[src/verilog/fsp_pkg.sv]
package fsp_pkg;

  // ----------------------------------------------------------------
  // clock and timing
  // ----------------------------------------------------------------
  localparam int CLK_MHZ = 50;
  // status-word non-volatile update time, in microseconds
  localparam int SR_WRITE_TIME_US = 5;
  localparam int SR_WRITE_CYC = SR_WRITE_TIME_US * CLK_MHZ;
  localparam int TMR_W = 9;
  localparam logic [TMR_W-1:0] SR_TMR_LAST = TMR_W'(SR_WRITE_CYC - 1);

  // ----------------------------------------------------------------
  // command codes
  // ----------------------------------------------------------------
  localparam logic [7:0] CMD_WR_ENABLE = 8'h06;
  localparam logic [7:0] CMD_WR_DISABLE = 8'h04;
  localparam logic [7:0] CMD_READ_SR_LO = 8'h05;
  localparam logic [7:0] CMD_READ_SR_HI = 8'h35;
  localparam logic [7:0] CMD_STATUS_WRITE = 8'h01;
  localparam logic [7:0] CMD_PAGE_WRITE = 8'h02;
  localparam logic [7:0] CMD_SECTOR_WIPE = 8'h20;
  localparam logic [7:0] CMD_BLOCK32_WIPE = 8'h52;
  localparam logic [7:0] CMD_BLOCK64_WIPE = 8'hd8;
  localparam logic [7:0] CMD_CHIP_WIPE_A = 8'hc7;
  localparam logic [7:0] CMD_CHIP_WIPE_B = 8'h60;
  localparam logic [7:0] CMD_RESET_ARM = 8'h66;
  localparam logic [7:0] CMD_RESET_GO = 8'h99;
  localparam logic [7:0] CMD_SUSPEND = 8'h75;
  localparam logic [7:0] CMD_RESUME = 8'h7a;

  // ----------------------------------------------------------------
  // frame byte counts (command byte included)
  // ----------------------------------------------------------------
  localparam logic [2:0] BYTES_CMD = 3'h1;
  localparam logic [2:0] BYTES_SR_LO = 3'h2;
  localparam logic [2:0] BYTES_SR_BOTH = 3'h3;
  localparam logic [2:0] BYTES_ADDR = 3'h4;
  localparam logic [2:0] BYTES_PROG = 3'h5;
  localparam logic [2:0] BYTES_MAX = 3'h7;

  // ----------------------------------------------------------------
  // status word values and array geometry
  // ----------------------------------------------------------------
  localparam logic [15:0] SR_RESET = 16'h0000;
  localparam logic [15:0] SR_NV_MASK = 16'h47fc;
  localparam logic [4:0] SYNC_RESET = 5'h0b;
  localparam logic [18:0] REGION_UNIT = 19'h01000;
  localparam logic [18:0] ARRAY_SIZE = 19'h40000;
  localparam logic [1:0] METHOD_SOFT = 2'h0;
  localparam logic [1:0] METHOD_PIN = 2'h1;
  localparam logic [1:0] METHOD_POWER = 2'h2;
  localparam logic [1:0] METHOD_OTP = 2'h3;

  // ----------------------------------------------------------------
  // types
  // ----------------------------------------------------------------
  typedef enum logic [1:0] {PH_CMD, PH_BODY, PH_READ} fsp_phase_e;

  typedef enum logic [2:0] {
    OP_PROGRAM, OP_SECTOR, OP_BLOCK32, OP_BLOCK64, OP_CHIP, OP_SUSPEND, OP_RESUME
  } fsp_op_e;

  // bit 15 down to bit 0
  typedef struct packed {
    logic paused;
    logic invert;
    logic fast;
    logic [1:0] rsvd;
    logic lock;
    logic four_lane;
    logic [1:0] method;
    logic [4:0] guard;
    logic latch;
    logic write_in_progress;
  } fsp_status_s;

  typedef struct packed {
    logic valid;
    fsp_op_e op;
    logic [23:0] addr;
  } fsp_array_req_s;

endpackage

[src/verilog/fsp_pin_sync.sv]
`timescale 1ns/1ps
module fsp_pin_sync import fsp_pkg::*; #(
  parameter int W = 5,
  parameter logic [W-1:0] RST = '0
) (
  // clock and reset
  input wire logic clk_i,
  input wire logic reset_i,
  // raw pins and filtered levels
  input wire logic [W-1:0] d_i,
  output logic [W-1:0] q_o
);

  typedef struct packed {
    logic [W-1:0] s1;
    logic [W-1:0] s2;
    logic [W-1:0] s3;
    logic [W-1:0] q;
  } fsp_sync_state_s;

  fsp_sync_state_s st_r;
  fsp_sync_state_s st_nxt;
  logic [W-1:0] q_n;

  // a level only moves once the second and third stages agree
  for (genvar i = 0; i < W; i++) begin : g_bit
    assign q_n[i] = (st_r.s2[i] == st_r.s3[i]) ? st_r.s3[i] : st_r.q[i];
  end

  // shift chain; first stage feeds the second and nothing else
  always_comb begin
    st_nxt = st_r;
    st_nxt.s1 = d_i;
    st_nxt.s2 = st_r.s1;
    st_nxt.s3 = st_r.s2;
    st_nxt.q = q_n;
  end

  always_ff @(posedge clk_i or posedge reset_i) begin
    if (reset_i) begin
      st_r <= {RST, RST, RST, RST};
    end else begin
      st_r <= st_nxt;
    end
  end

  assign q_o = st_r.q;

endmodule

[src/verilog/fsp_status_guard.sv]
`timescale 1ns/1ps
module fsp_status_guard import fsp_pkg::*; (
  // clock and power-up reset
  input wire logic clk_i,
  input wire logic reset_i,
  // serial link pins
  input wire logic sclk_i,
  input wire logic cs_n_i,
  input wire logic si_i,
  output logic so_o,
  output logic so_oe_o,
  // pin functions shared with data lanes
  input wire logic wp_n_i,
  input wire logic hold_n_i,
  // non-volatile image and status view
  input wire logic [15:0] nv_word_i,
  output fsp_status_s status_o,
  // array engine
  input wire logic array_busy_i,
  input wire logic high_perf_mode_i,
  output fsp_array_req_s array_req_o
);

  // ----------------------------------------------------------------
  // state
  // ----------------------------------------------------------------
  typedef struct packed {
    fsp_phase_e phase;
    logic [2:0] bitc;
    logic [2:0] bytec;
    logic [7:0] shreg;
    logic [7:0] cmd;
    logic [23:0] addr;
    logic [7:0] wr_lo;
    logic [7:0] wr_hi;
    fsp_status_s sr;
    fsp_status_s pend;
    logic sr_busy;
    logic [TMR_W-1:0] tmr;
    logic reset_armed;
    logic loaded;
    logic [7:0] out_byte;
    logic [2:0] outc;
    logic so;
    logic so_oe;
    logic sclk_q;
    logic cs_q;
    fsp_array_req_s req;
  } fsp_core_state_s;

  fsp_core_state_s st_r;
  fsp_core_state_s st_nxt;
  logic sclk_s, cs_n_s, si_s, wp_n_s, hold_n_s;

  // ----------------------------------------------------------------
  // pin synchronisers
  // ----------------------------------------------------------------
  fsp_pin_sync #(.W(5), .RST(SYNC_RESET)) u_sync (
    .clk_i(clk_i),
    .reset_i(reset_i),
    .d_i({sclk_i, cs_n_i, si_i, wp_n_i, hold_n_i}),
    .q_o({sclk_s, cs_n_s, si_s, wp_n_s, hold_n_s})
  );

  // ----------------------------------------------------------------
  // protection decode
  // ----------------------------------------------------------------
  // guard bits give a power-of-two size in 4 KiB units, bit 3 picks the low end
  function automatic logic region_hit(input logic [17:0] a, input logic [4:0] g, input logic inv);
    logic [2:0] k;
    logic [18:0] size;
    logic none, in_reg;
    k = 3'h0;
    none = 1'b0;
    if (!g[4]) begin
      case (g[1:0])
        2'h0: none = 1'b1;
        2'h1: k = 3'h4;
        2'h2: k = 3'h5;
        default: k = 3'h6;
      endcase
    end else begin
      case (g[2:0])
        3'h0: none = 1'b1;
        3'h1: k = 3'h0;
        3'h2: k = 3'h1;
        3'h3: k = 3'h2;
        3'h7: k = 3'h6;
        default: k = 3'h3;
      endcase
    end
    size = none ? 19'h00000 : (REGION_UNIT << k);
    in_reg = g[3] ? ({1'b0, a} < size) : ({1'b0, a} >= (ARRAY_SIZE - size));
    return in_reg ^ inv;
  endfunction

  logic hold_act, rise, fall, frame_start, frame_end, exec;
  logic busy, hw_locked, prot_hit, ce_ok;
  logic [7:0] in_byte;
  fsp_status_s wdata;

  // with four lanes on, the pause and write-guard pins are data, not functions
  assign hold_act = !st_r.sr.four_lane && !hold_n_s;
  assign rise = sclk_s && !st_r.sclk_q && !cs_n_s && !hold_act;
  assign fall = !sclk_s && st_r.sclk_q && !cs_n_s && !hold_act;
  assign frame_start = !cs_n_s && st_r.cs_q;
  assign frame_end = cs_n_s && !st_r.cs_q;
  // write-type commands only run when the frame ends on a byte boundary
  assign exec = frame_end && st_r.loaded && st_r.phase != PH_READ && st_r.bitc == 3'h0 && st_r.bytec != 3'h0;
  assign busy = st_r.sr.write_in_progress;
  assign in_byte = {st_r.shreg[6:0], si_s};

  // method decides whether the status word may be written at all
  always_comb begin
    case (st_r.sr.method)
      METHOD_SOFT: hw_locked = 1'b0;
      METHOD_PIN: hw_locked = !st_r.sr.four_lane && !wp_n_s;
      METHOD_POWER: hw_locked = 1'b1;
      default: hw_locked = 1'b1;
    endcase
  end

  assign prot_hit = region_hit(st_r.addr[17:0], st_r.sr.guard, st_r.sr.invert);
  assign ce_ok = (st_r.sr.guard[2:0] == 3'h0 && !st_r.sr.invert) ||
                 (st_r.sr.guard[2:0] == 3'h7 && st_r.sr.invert);
  // a one-byte write leaves the upper half as it stands
  assign wdata = fsp_status_s'((st_r.bytec == BYTES_SR_LO) ? {st_r.sr[15:8], st_r.wr_lo} : {st_r.wr_hi, st_r.wr_lo});

  // ----------------------------------------------------------------
  // next-state logic
  // ----------------------------------------------------------------
  always_comb begin
    st_nxt = st_r;
    st_nxt.req.valid = 1'b0;
    st_nxt.sclk_q = sclk_s;
    st_nxt.cs_q = cs_n_s;
    if (!st_r.loaded) begin
      // pull the persisted bits in once after power-up
      st_nxt.loaded = 1'b1;
      st_nxt.sr = fsp_status_s'(nv_word_i & SR_NV_MASK);
      if (st_nxt.sr.method == METHOD_POWER) begin
        st_nxt.sr.method = METHOD_SOFT;
      end
    end else begin
      if (frame_start) begin
        st_nxt.phase = PH_CMD;
        st_nxt.bitc = 3'h0;
        st_nxt.bytec = 3'h0;
        st_nxt.outc = 3'h0;
      end
      // shift in on rising serial edges
      if (rise && st_r.phase != PH_READ) begin
        st_nxt.shreg = in_byte;
        st_nxt.bitc = st_r.bitc + 3'h1;
        if (st_r.bitc == 3'h7) begin
          if (st_r.bytec != BYTES_MAX) begin
            st_nxt.bytec = st_r.bytec + 3'h1;
          end
          if (st_r.phase == PH_CMD) begin
            st_nxt.cmd = in_byte;
            st_nxt.phase = (in_byte == CMD_READ_SR_LO || in_byte == CMD_READ_SR_HI) ? PH_READ : PH_BODY;
          end else begin
            case (st_r.bytec)
              3'h1: begin
                st_nxt.addr[23:16] = in_byte;
                st_nxt.wr_lo = in_byte;
              end
              3'h2: begin
                st_nxt.addr[15:8] = in_byte;
                st_nxt.wr_hi = in_byte;
              end
              3'h3: st_nxt.addr[7:0] = in_byte;
              default: ;
            endcase
          end
        end
      end
      // shift out on falling edges, a fresh copy every byte
      if (fall && st_r.phase == PH_READ) begin
        st_nxt.outc = st_r.outc + 3'h1;
        if (st_r.outc == 3'h0) begin
          st_nxt.out_byte = (st_r.cmd == CMD_READ_SR_HI) ? st_r.sr[15:8] : st_r.sr[7:0];
          st_nxt.so = st_nxt.out_byte[7];
        end else begin
          st_nxt.so = st_r.out_byte[7];
        end
        st_nxt.out_byte = {st_nxt.out_byte[6:0], 1'b0};
      end
      // command execution at the frame's closing edge
      if (exec) begin
        st_nxt.phase = PH_CMD;
        st_nxt.reset_armed = (st_r.cmd == CMD_RESET_ARM);
        case (st_r.cmd)
          CMD_WR_ENABLE: if (!busy && st_r.bytec == BYTES_CMD) st_nxt.sr.latch = 1'b1;
          CMD_WR_DISABLE: if (!busy) st_nxt.sr.latch = 1'b0;
          CMD_STATUS_WRITE: begin
            if (!busy && st_r.sr.latch && (st_r.bytec == BYTES_SR_LO || st_r.bytec == BYTES_SR_BOTH)) begin
              st_nxt.sr.latch = 1'b0;
              if (!hw_locked) begin
                st_nxt.pend = wdata;
                st_nxt.sr_busy = 1'b1;
                st_nxt.tmr = '0;
              end
            end
          end
          CMD_PAGE_WRITE, CMD_SECTOR_WIPE, CMD_BLOCK32_WIPE, CMD_BLOCK64_WIPE: begin
            if (!busy && st_r.sr.latch && st_r.bytec >= BYTES_ADDR &&
                (st_r.cmd != CMD_PAGE_WRITE || st_r.bytec >= BYTES_PROG)) begin
              st_nxt.sr.latch = 1'b0;
              if (!prot_hit) begin
                st_nxt.req.valid = 1'b1;
                st_nxt.req.addr = st_r.addr;
                case (st_r.cmd)
                  CMD_PAGE_WRITE: st_nxt.req.op = OP_PROGRAM;
                  CMD_SECTOR_WIPE: st_nxt.req.op = OP_SECTOR;
                  CMD_BLOCK32_WIPE: st_nxt.req.op = OP_BLOCK32;
                  default: st_nxt.req.op = OP_BLOCK64;
                endcase
              end
            end
          end
          CMD_CHIP_WIPE_A, CMD_CHIP_WIPE_B: begin
            if (!busy && st_r.sr.latch && st_r.bytec == BYTES_CMD) begin
              st_nxt.sr.latch = 1'b0;
              if (ce_ok) begin
                st_nxt.req.valid = 1'b1;
                st_nxt.req.op = OP_CHIP;
                st_nxt.req.addr = '0;
              end
            end
          end
          CMD_SUSPEND: begin
            if (array_busy_i && !st_r.sr.paused) begin
              st_nxt.sr.paused = 1'b1;
              st_nxt.req.valid = 1'b1;
              st_nxt.req.op = OP_SUSPEND;
            end
          end
          CMD_RESUME: begin
            if (st_r.sr.paused) begin
              st_nxt.sr.paused = 1'b0;
              st_nxt.req.valid = 1'b1;
              st_nxt.req.op = OP_RESUME;
            end
          end
          CMD_RESET_GO: begin
            if (st_r.reset_armed) begin
              st_nxt.sr.latch = 1'b0;
              st_nxt.sr.paused = 1'b0;
            end
          end
          default: ;
        endcase
      end else if (frame_end) begin
        st_nxt.phase = PH_CMD;
      end
      // non-volatile update; the lock bit can only ever be set
      if (st_r.sr_busy) begin
        st_nxt.tmr = st_r.tmr + 1'b1;
        if (st_r.tmr == SR_TMR_LAST) begin
          st_nxt.sr_busy = 1'b0;
          st_nxt.sr.guard = st_r.pend.guard;
          st_nxt.sr.method = st_r.pend.method;
          st_nxt.sr.four_lane = st_r.pend.four_lane;
          st_nxt.sr.invert = st_r.pend.invert;
          st_nxt.sr.lock = st_r.sr.lock | st_r.pend.lock;
        end
      end
    end
    st_nxt.so_oe = !cs_n_s && st_nxt.phase == PH_READ && !hold_act;
    st_nxt.sr.fast = high_perf_mode_i;
    st_nxt.sr.rsvd = 2'h0;
    st_nxt.sr.write_in_progress = st_nxt.sr_busy | array_busy_i;
  end

  // ----------------------------------------------------------------
  // state register
  // ----------------------------------------------------------------
  always_ff @(posedge clk_i or posedge reset_i) begin
    if (reset_i) begin
      st_r <= '{phase: PH_CMD, sr: SR_RESET, pend: SR_RESET, sclk_q: 1'b0, cs_q: 1'b1, default: '0};
    end else begin
      st_r <= st_nxt;
    end
  end

  assign so_o = st_r.so;
  assign so_oe_o = st_r.so_oe;
  assign status_o = st_r.sr;
  assign array_req_o = st_r.req;

  // helper: an accepted program or sector/block erase request
  logic arr_req;
  assign arr_req = st_r.req.valid &&
                   (st_r.req.op == OP_PROGRAM || st_r.req.op == OP_SECTOR ||
                    st_r.req.op == OP_BLOCK32 || st_r.req.op == OP_BLOCK64);
endmodule

[config.mk]
export PLATFORM = sky130hd
export DESIGN_NAME = fsp_status_guard
export DESIGN_NICKNAME = d
export VERILOG_FILES = /design/src/verilog/fsp_pkg.sv /design/src/verilog/fsp_pin_sync.sv /design/src/verilog/fsp_status_guard.sv
export SDC_FILE = /design/constraint.sdc
export NUM_CORES = 1
export LEC_CHECK = 0
export BUFFER_PORTS_ARGS = -buffer_cell sky130_fd_sc_hd__buf_2
export CAP_MARGIN = 20
export CORE_MARGIN = 2
export CORE_UTILIZATION = 55
export CTS_CLUSTER_SIZE = 10
export DETAILED_ROUTE_END_ITERATION = 10
export PLACE_DENSITY_LB_ADDON = 0.1
export SLEW_MARGIN = 20
export SYNTH_ARGS = -nofsm -noshare
export SYNTH_HDL_FRONTEND = slang
export SYNTH_HIERARCHICAL = 1
export SYNTH_SLANG_ARGS = --single-unit
[constraint.sdc]
create_clock -name clk_i -period 12.8 [get_ports clk_i]
set_input_delay 3.2 -clock clk_i [delete_from_list [all_inputs] [get_ports clk_i]]
set_output_delay 3.2 -clock clk_i [all_outputs]
set_load 0.005 [all_outputs]
# Word-level counts from Yosys, hierarchy flattened
# Cells that the tools add are included.
# op_classes
addsub	5
magnitude_cmp	4
n_eq_ne	58
n_shift	1
mux	67
n_bitwise	5
reduce_logical	75
# op_table
cell	count
28-bit 2-to-1 mux	6
64-bit 2-to-1 mux	2
10-bit 2-to-1 mux	5
48-bit 2-to-1 mux	1
8-bit 2-to-1 mux	6
24-bit case mux with 2 select lines	1
8-bit by 7-bit equality test with 1-bit output (second input constant)	5
40-bit 2-to-1 mux	1
1-bit logical AND	27
5-bit AND reduction	5
8-bit by 3-bit equality test with 1-bit output (second input constant)	3
8-bit by 6-bit equality test with 1-bit output (second input constant)	3
8-bit equality test (second input constant)	3
3-bit inequality test (second input constant)	8
11-bit 2-to-1 mux	2
18-bit by 19-bit greater-or-equal comparator with 1-bit output	1
18-bit by 19-bit less-than comparator with 1-bit output	1
19-bit 2-to-1 mux	1
13-bit by 3-bit << shifter with 19-bit output (first input constant)	1
19-bit subtractor (first input constant)	1
9-bit 2-to-1 mux	2
1-bit 2-to-1 mux	17
2-bit inequality test (second input constant)	8
4-bit case mux with 4 select lines	1
44 further kinds	104
# totals
ff_bits	146
inputBits	25
output_inout_bits	46
word_cells	258

# Depth between registers and ports, before layout
# logic_depth
depth_word	15
mapped_depth	14
mapped_depth_nobuf	12

# Cells and area by module
# Netlist, hierarchy kept.
# by_module_without_submodules
module	instances	cells_each	area_each_um2	seq_area_each_um2
fsp_status_guard	1	736	6999.2	3129.3
fsp_pin_sync	1	31	613.1	515.5

# Least setup slack after synthesis
# OpenSTA, ideal clock, no wires.
# synth_path
path_type	in2reg
from	input array_busy_i
to	register st_r (netlist bit array_req_o[24])
setup_time_ps	125
t_arrival_ps	3975
t_required_ps	12675
path_slack_ps	8701
stages	4
n_path_buf	0
cell_sequence	nand3b_1 -> nand2_1 -> o221ai_1 -> mux2_2
# synth_via
elab_chain_len	3
# synth_rtl
item	line	source
start, declared	fsp_status_guard.sv:19	input wire logic array_busy_i,
1-bit logical AND	fsp_status_guard.sv:233	if (array_busy_i && !st_r.sr.paused) begin
2-bit inequality test (no source line)	n/a	
9-bit AND reduction (no source line)	n/a	
end signal, assigned	fsp_status_guard.sv:283	st_r <= st_nxt;
end, declared	fsp_status_guard.sv:51	fsp_core_state_s st_r;
# No other way between the ends.
# A chain may end at the register's enable or synchronous reset.

# Final worst setup path
# layout_path
from	register st_r (netlist bit status_o[3])
to	output status_o[3] (netlist bit)
# layout_rtl
item	line	source
end, declared	fsp_status_guard.sv:17	output fsp_status_s status_o,
# No word-level cell between the ends.

==> impl_metrics.env <==
export IMPL_setup_violations_final=0
export IMPL_cts_buffers=17
export IMPL_synthesis_area_mm2=0.00761
export IMPL_switching_share_pct=24.5
export IMPL_syn_to_final_growth_pct=9.19
export IMPL_synth_cell_type_count=62
export IMPL_start_util_pct=56.8
export IMPL_vias=5455
export IMPL_synth_seq_area_share_pct=47.9
export IMPL_synthCells=767
export IMPL_cellPowerDensity_mw_per_mm2=136
export IMPL_drt_first_pass_iters=5
export IMPL_die_x_um=122
export IMPL_arrival_ns=1.28
export IMPL_crit_path_cell_trace="buf_2"
export IMPL_timing_fmax_mhz=223
export IMPL_clk_pin_slew_worst_paths_ns=0.06
export IMPL_cts_setup_buffers=0
export IMPL_final_util_pct=62.0
export IMPL_grt_pass1_vias=5207
export IMPL_pwr_share_clk_pct=48.7
export IMPL_setup_tns_ns=0
export IMPL_hold_depth=0
export IMPL_cts_root_buf="clkbuf_16"
export IMPL_slew_headroom_pct=39.5
export IMPL_critical_path_reg2reg_endpoint="array_req_o[24]"
export IMPL_htreeDepth=4
export IMPL_num_antenna_cells=0
export IMPL_dieArea_mm2=0.0148
export IMPL_final_cell_mix="132 x dfrtp_1, 125 x nand2_1, 62 x buf_2"
export IMPL_p_sw_uw=277
export IMPL_wire_per_inst_um=17.9
export IMPL_hold_viol_final=0
export IMPL_critical_path_max_stage_delay_ns=0.65
export IMPL_regToRegStartpoint="status_o[6]"
export IMPL_remaining_drc_errors=0
export IMPL_cp_slowest_cell="dfrtp_1"
export IMPL_fin_crit_sh_pct=35.0
export IMPL_drv_slew=0
export IMPL_drive_above_1_share_pct=21.8
export IMPL_reg2reg_depth=12
export IMPL_status="completed"
export IMPL_clk_insertion_delay_late_ns=0.42
export IMPL_path_max_fanout=16
export IMPL_wl_mm=17.1
export IMPL_comb_power_share_pct=6.6
export IMPL_cts_resized=0
export IMPL_whs_endpoint="u_sync/st_nxt[7]"
export IMPL_p_int_uw=853
export IMPL_cp_required_ns=9.60
export IMPL_async_reset_ff_share_pct=100
export IMPL_mostFrequentLayoutCell="dfrtp_1"
export IMPL_drt_vias_per_instance=5.71
export IMPL_seqPwrFrac_pct=44.7
export IMPL_hp_class="reg2reg"
export IMPL_crit_family="flip-flops"
export IMPL_ys_seq_elements=145
export IMPL_multi_input_area_mm2=0.00337
export IMPL_cts_sink_count=145
export IMPL_die_y_um=122
export IMPL_worstSetupPathType="reg2out"
export IMPL_seqCellArea_mm2=0.00364
export IMPL_end_kind="output port"
export IMPL_antenna_found_initial=0
export IMPL_crit_start="status_o[3]"
export IMPL_rsz0062_at_grt="false"
export IMPL_avgSynthCellArea_um2=9.92
export IMPL_clock_path_buffers=2
export IMPL_min_period_ns=4.48
export IMPL_ctsHoldBuffers=0
export IMPL_ir_drop_uv=102
export IMPL_grt_pass1_wl_mm=27.6
export IMPL_synth_edf_count=0
export IMPL_core_area_mm2=0.0134
export IMPL_grt_ovfl_total=0
export IMPL_ant_nets=0
export IMPL_ioPinCount=71
export IMPL_r2r_slack_ns=8.85
export IMPL_fin_nets=816
export IMPL_placementRows=42
export IMPL_yosys_warnings=6
export IMPL_leakage_uw=0.00402
export IMPL_groute_usage_overall_pct=24.2
export IMPL_start_kind="flip-flop"
export IMPL_cp_depth=1
export IMPL_cts_tree="built"
export IMPL_dp_hpwl_mm=11.6
export IMPL_globalplace_congestion=0.843
export IMPL_critPathBufInv=1
export IMPL_drt_iter0_drc=442
export IMPL_worst_pin_slew_ns=0.907
export IMPL_synthFlopType="dfrtp_1"
export IMPL_grt_max_degree=66
export IMPL_port_buffers=62
export IMPL_max_cap_viol_count=0
export IMPL_min_delay_start="u_sync/st_nxt[12]"
export IMPL_fin_skew_ns=0.00804
export IMPL_fillers=1110
metrics by stage:
stage	area, um2	hold WS [ns]	total power (uW)	setup WS [ns]	cells
3_3_place_gp	7640	0.331	583	8.05	923
2_1_floorplan	7620	0.331	560	6.27	768
4_1_cts	8310	0.355	1140	8.33	955
3_5_place_dp	7660	0.340	587	7.99	923
5_1_grt	8310	0.362	1170	8.23	955
6_report	8310	0.354	1130	8.32	955
worst max path at each step:
stage,end,slack (ns)
2_1_floorplan,array_req_o[0],6.27
3_3_place_gp,st_r[32],8.05
3_5_place_dp,st_r[33],7.99
4_1_cts,status_o[3],8.33
5_1_grt,st_r[63],8.23
6_report,status_o[3],8.32
cell families after synthesis:
kind of cell | after synthesis | synth area share [%]
and+or+nand+nor | 282 | 18.6
other | 2 | 0.0987
buffers and inverters | 109 | 8.10
AOI/OAI and AO/OA | 139 | 12.0
DFF | 145 | 47.9
adders and majority gates | 30 | 4.85
xor gates and xnor gates | 9 | 1.13
muxes | 51 | 7.30
Yosys cell counts (5+ instances only):
master    number  share of area (%)
a21oi_1       21                1.4
a31oi_1       14                1.2
a41oi_1       25                2.9
buf_2          7               0.46
buf_4         49                4.8
clkbuf_1      28                1.4
dfrtp_1      132                 43
dfstp_2       13                4.5
ha_1          25                4.1
inv_1         21                1.0
maj3_2         5               0.74
mux2_2        36                5.3
mux2i_1       15                2.0
nand2_1      125                6.2
nand2b_1       9               0.74
nand3_1       20                1.3
nand3b_1       7               0.69
nand4_1        6               0.49
nor2_1        34                1.7
nor2b_1       40                3.3
nor4_1         5               0.41
o21ai_0       48                3.2
o21ai_1        5               0.33
xnor2_1        7               0.81
power groups by stage:
stage	registers, uW	clock network (uW)	logic (uW)
2_1_floorplan	496	0	64.0
3_5_place_dp	513	0	74.6
4_1_cts	505	558	75.6
3_3_place_gp	512	0	70.8
5_1_grt	507	579	85.6
6_report	505	550	74.4
state kept, by name, summed over array words and instances, names as in the netlist:
signal and count:
array_req_o 28, busy 1, st_r 74, u_sync/st_nxt 10
status_o 13, so_o 1, u_sync/q_o 5, in_byte 7
u_sync/st_r 5, so_oe_o 1
per-layer routing:
layer / routed length, um / GRT usage [%]
met1: 7940 / 33.3
met2: 8270 / 39.3
met3: 594 / 5.20
met4: 260 / 6.54
met5: 0 / 0
area by class of cell:
class	count	share of cell area, %
multi-input cells	514	40.5
well taps	176	2.65
clock buffers	17	5.12
repair buffers	66	4.09
flip-flops and latches	145	43.9
clock inverters	15	2.77
inverters	22	1.02
(Power assumes the default switching activity.)
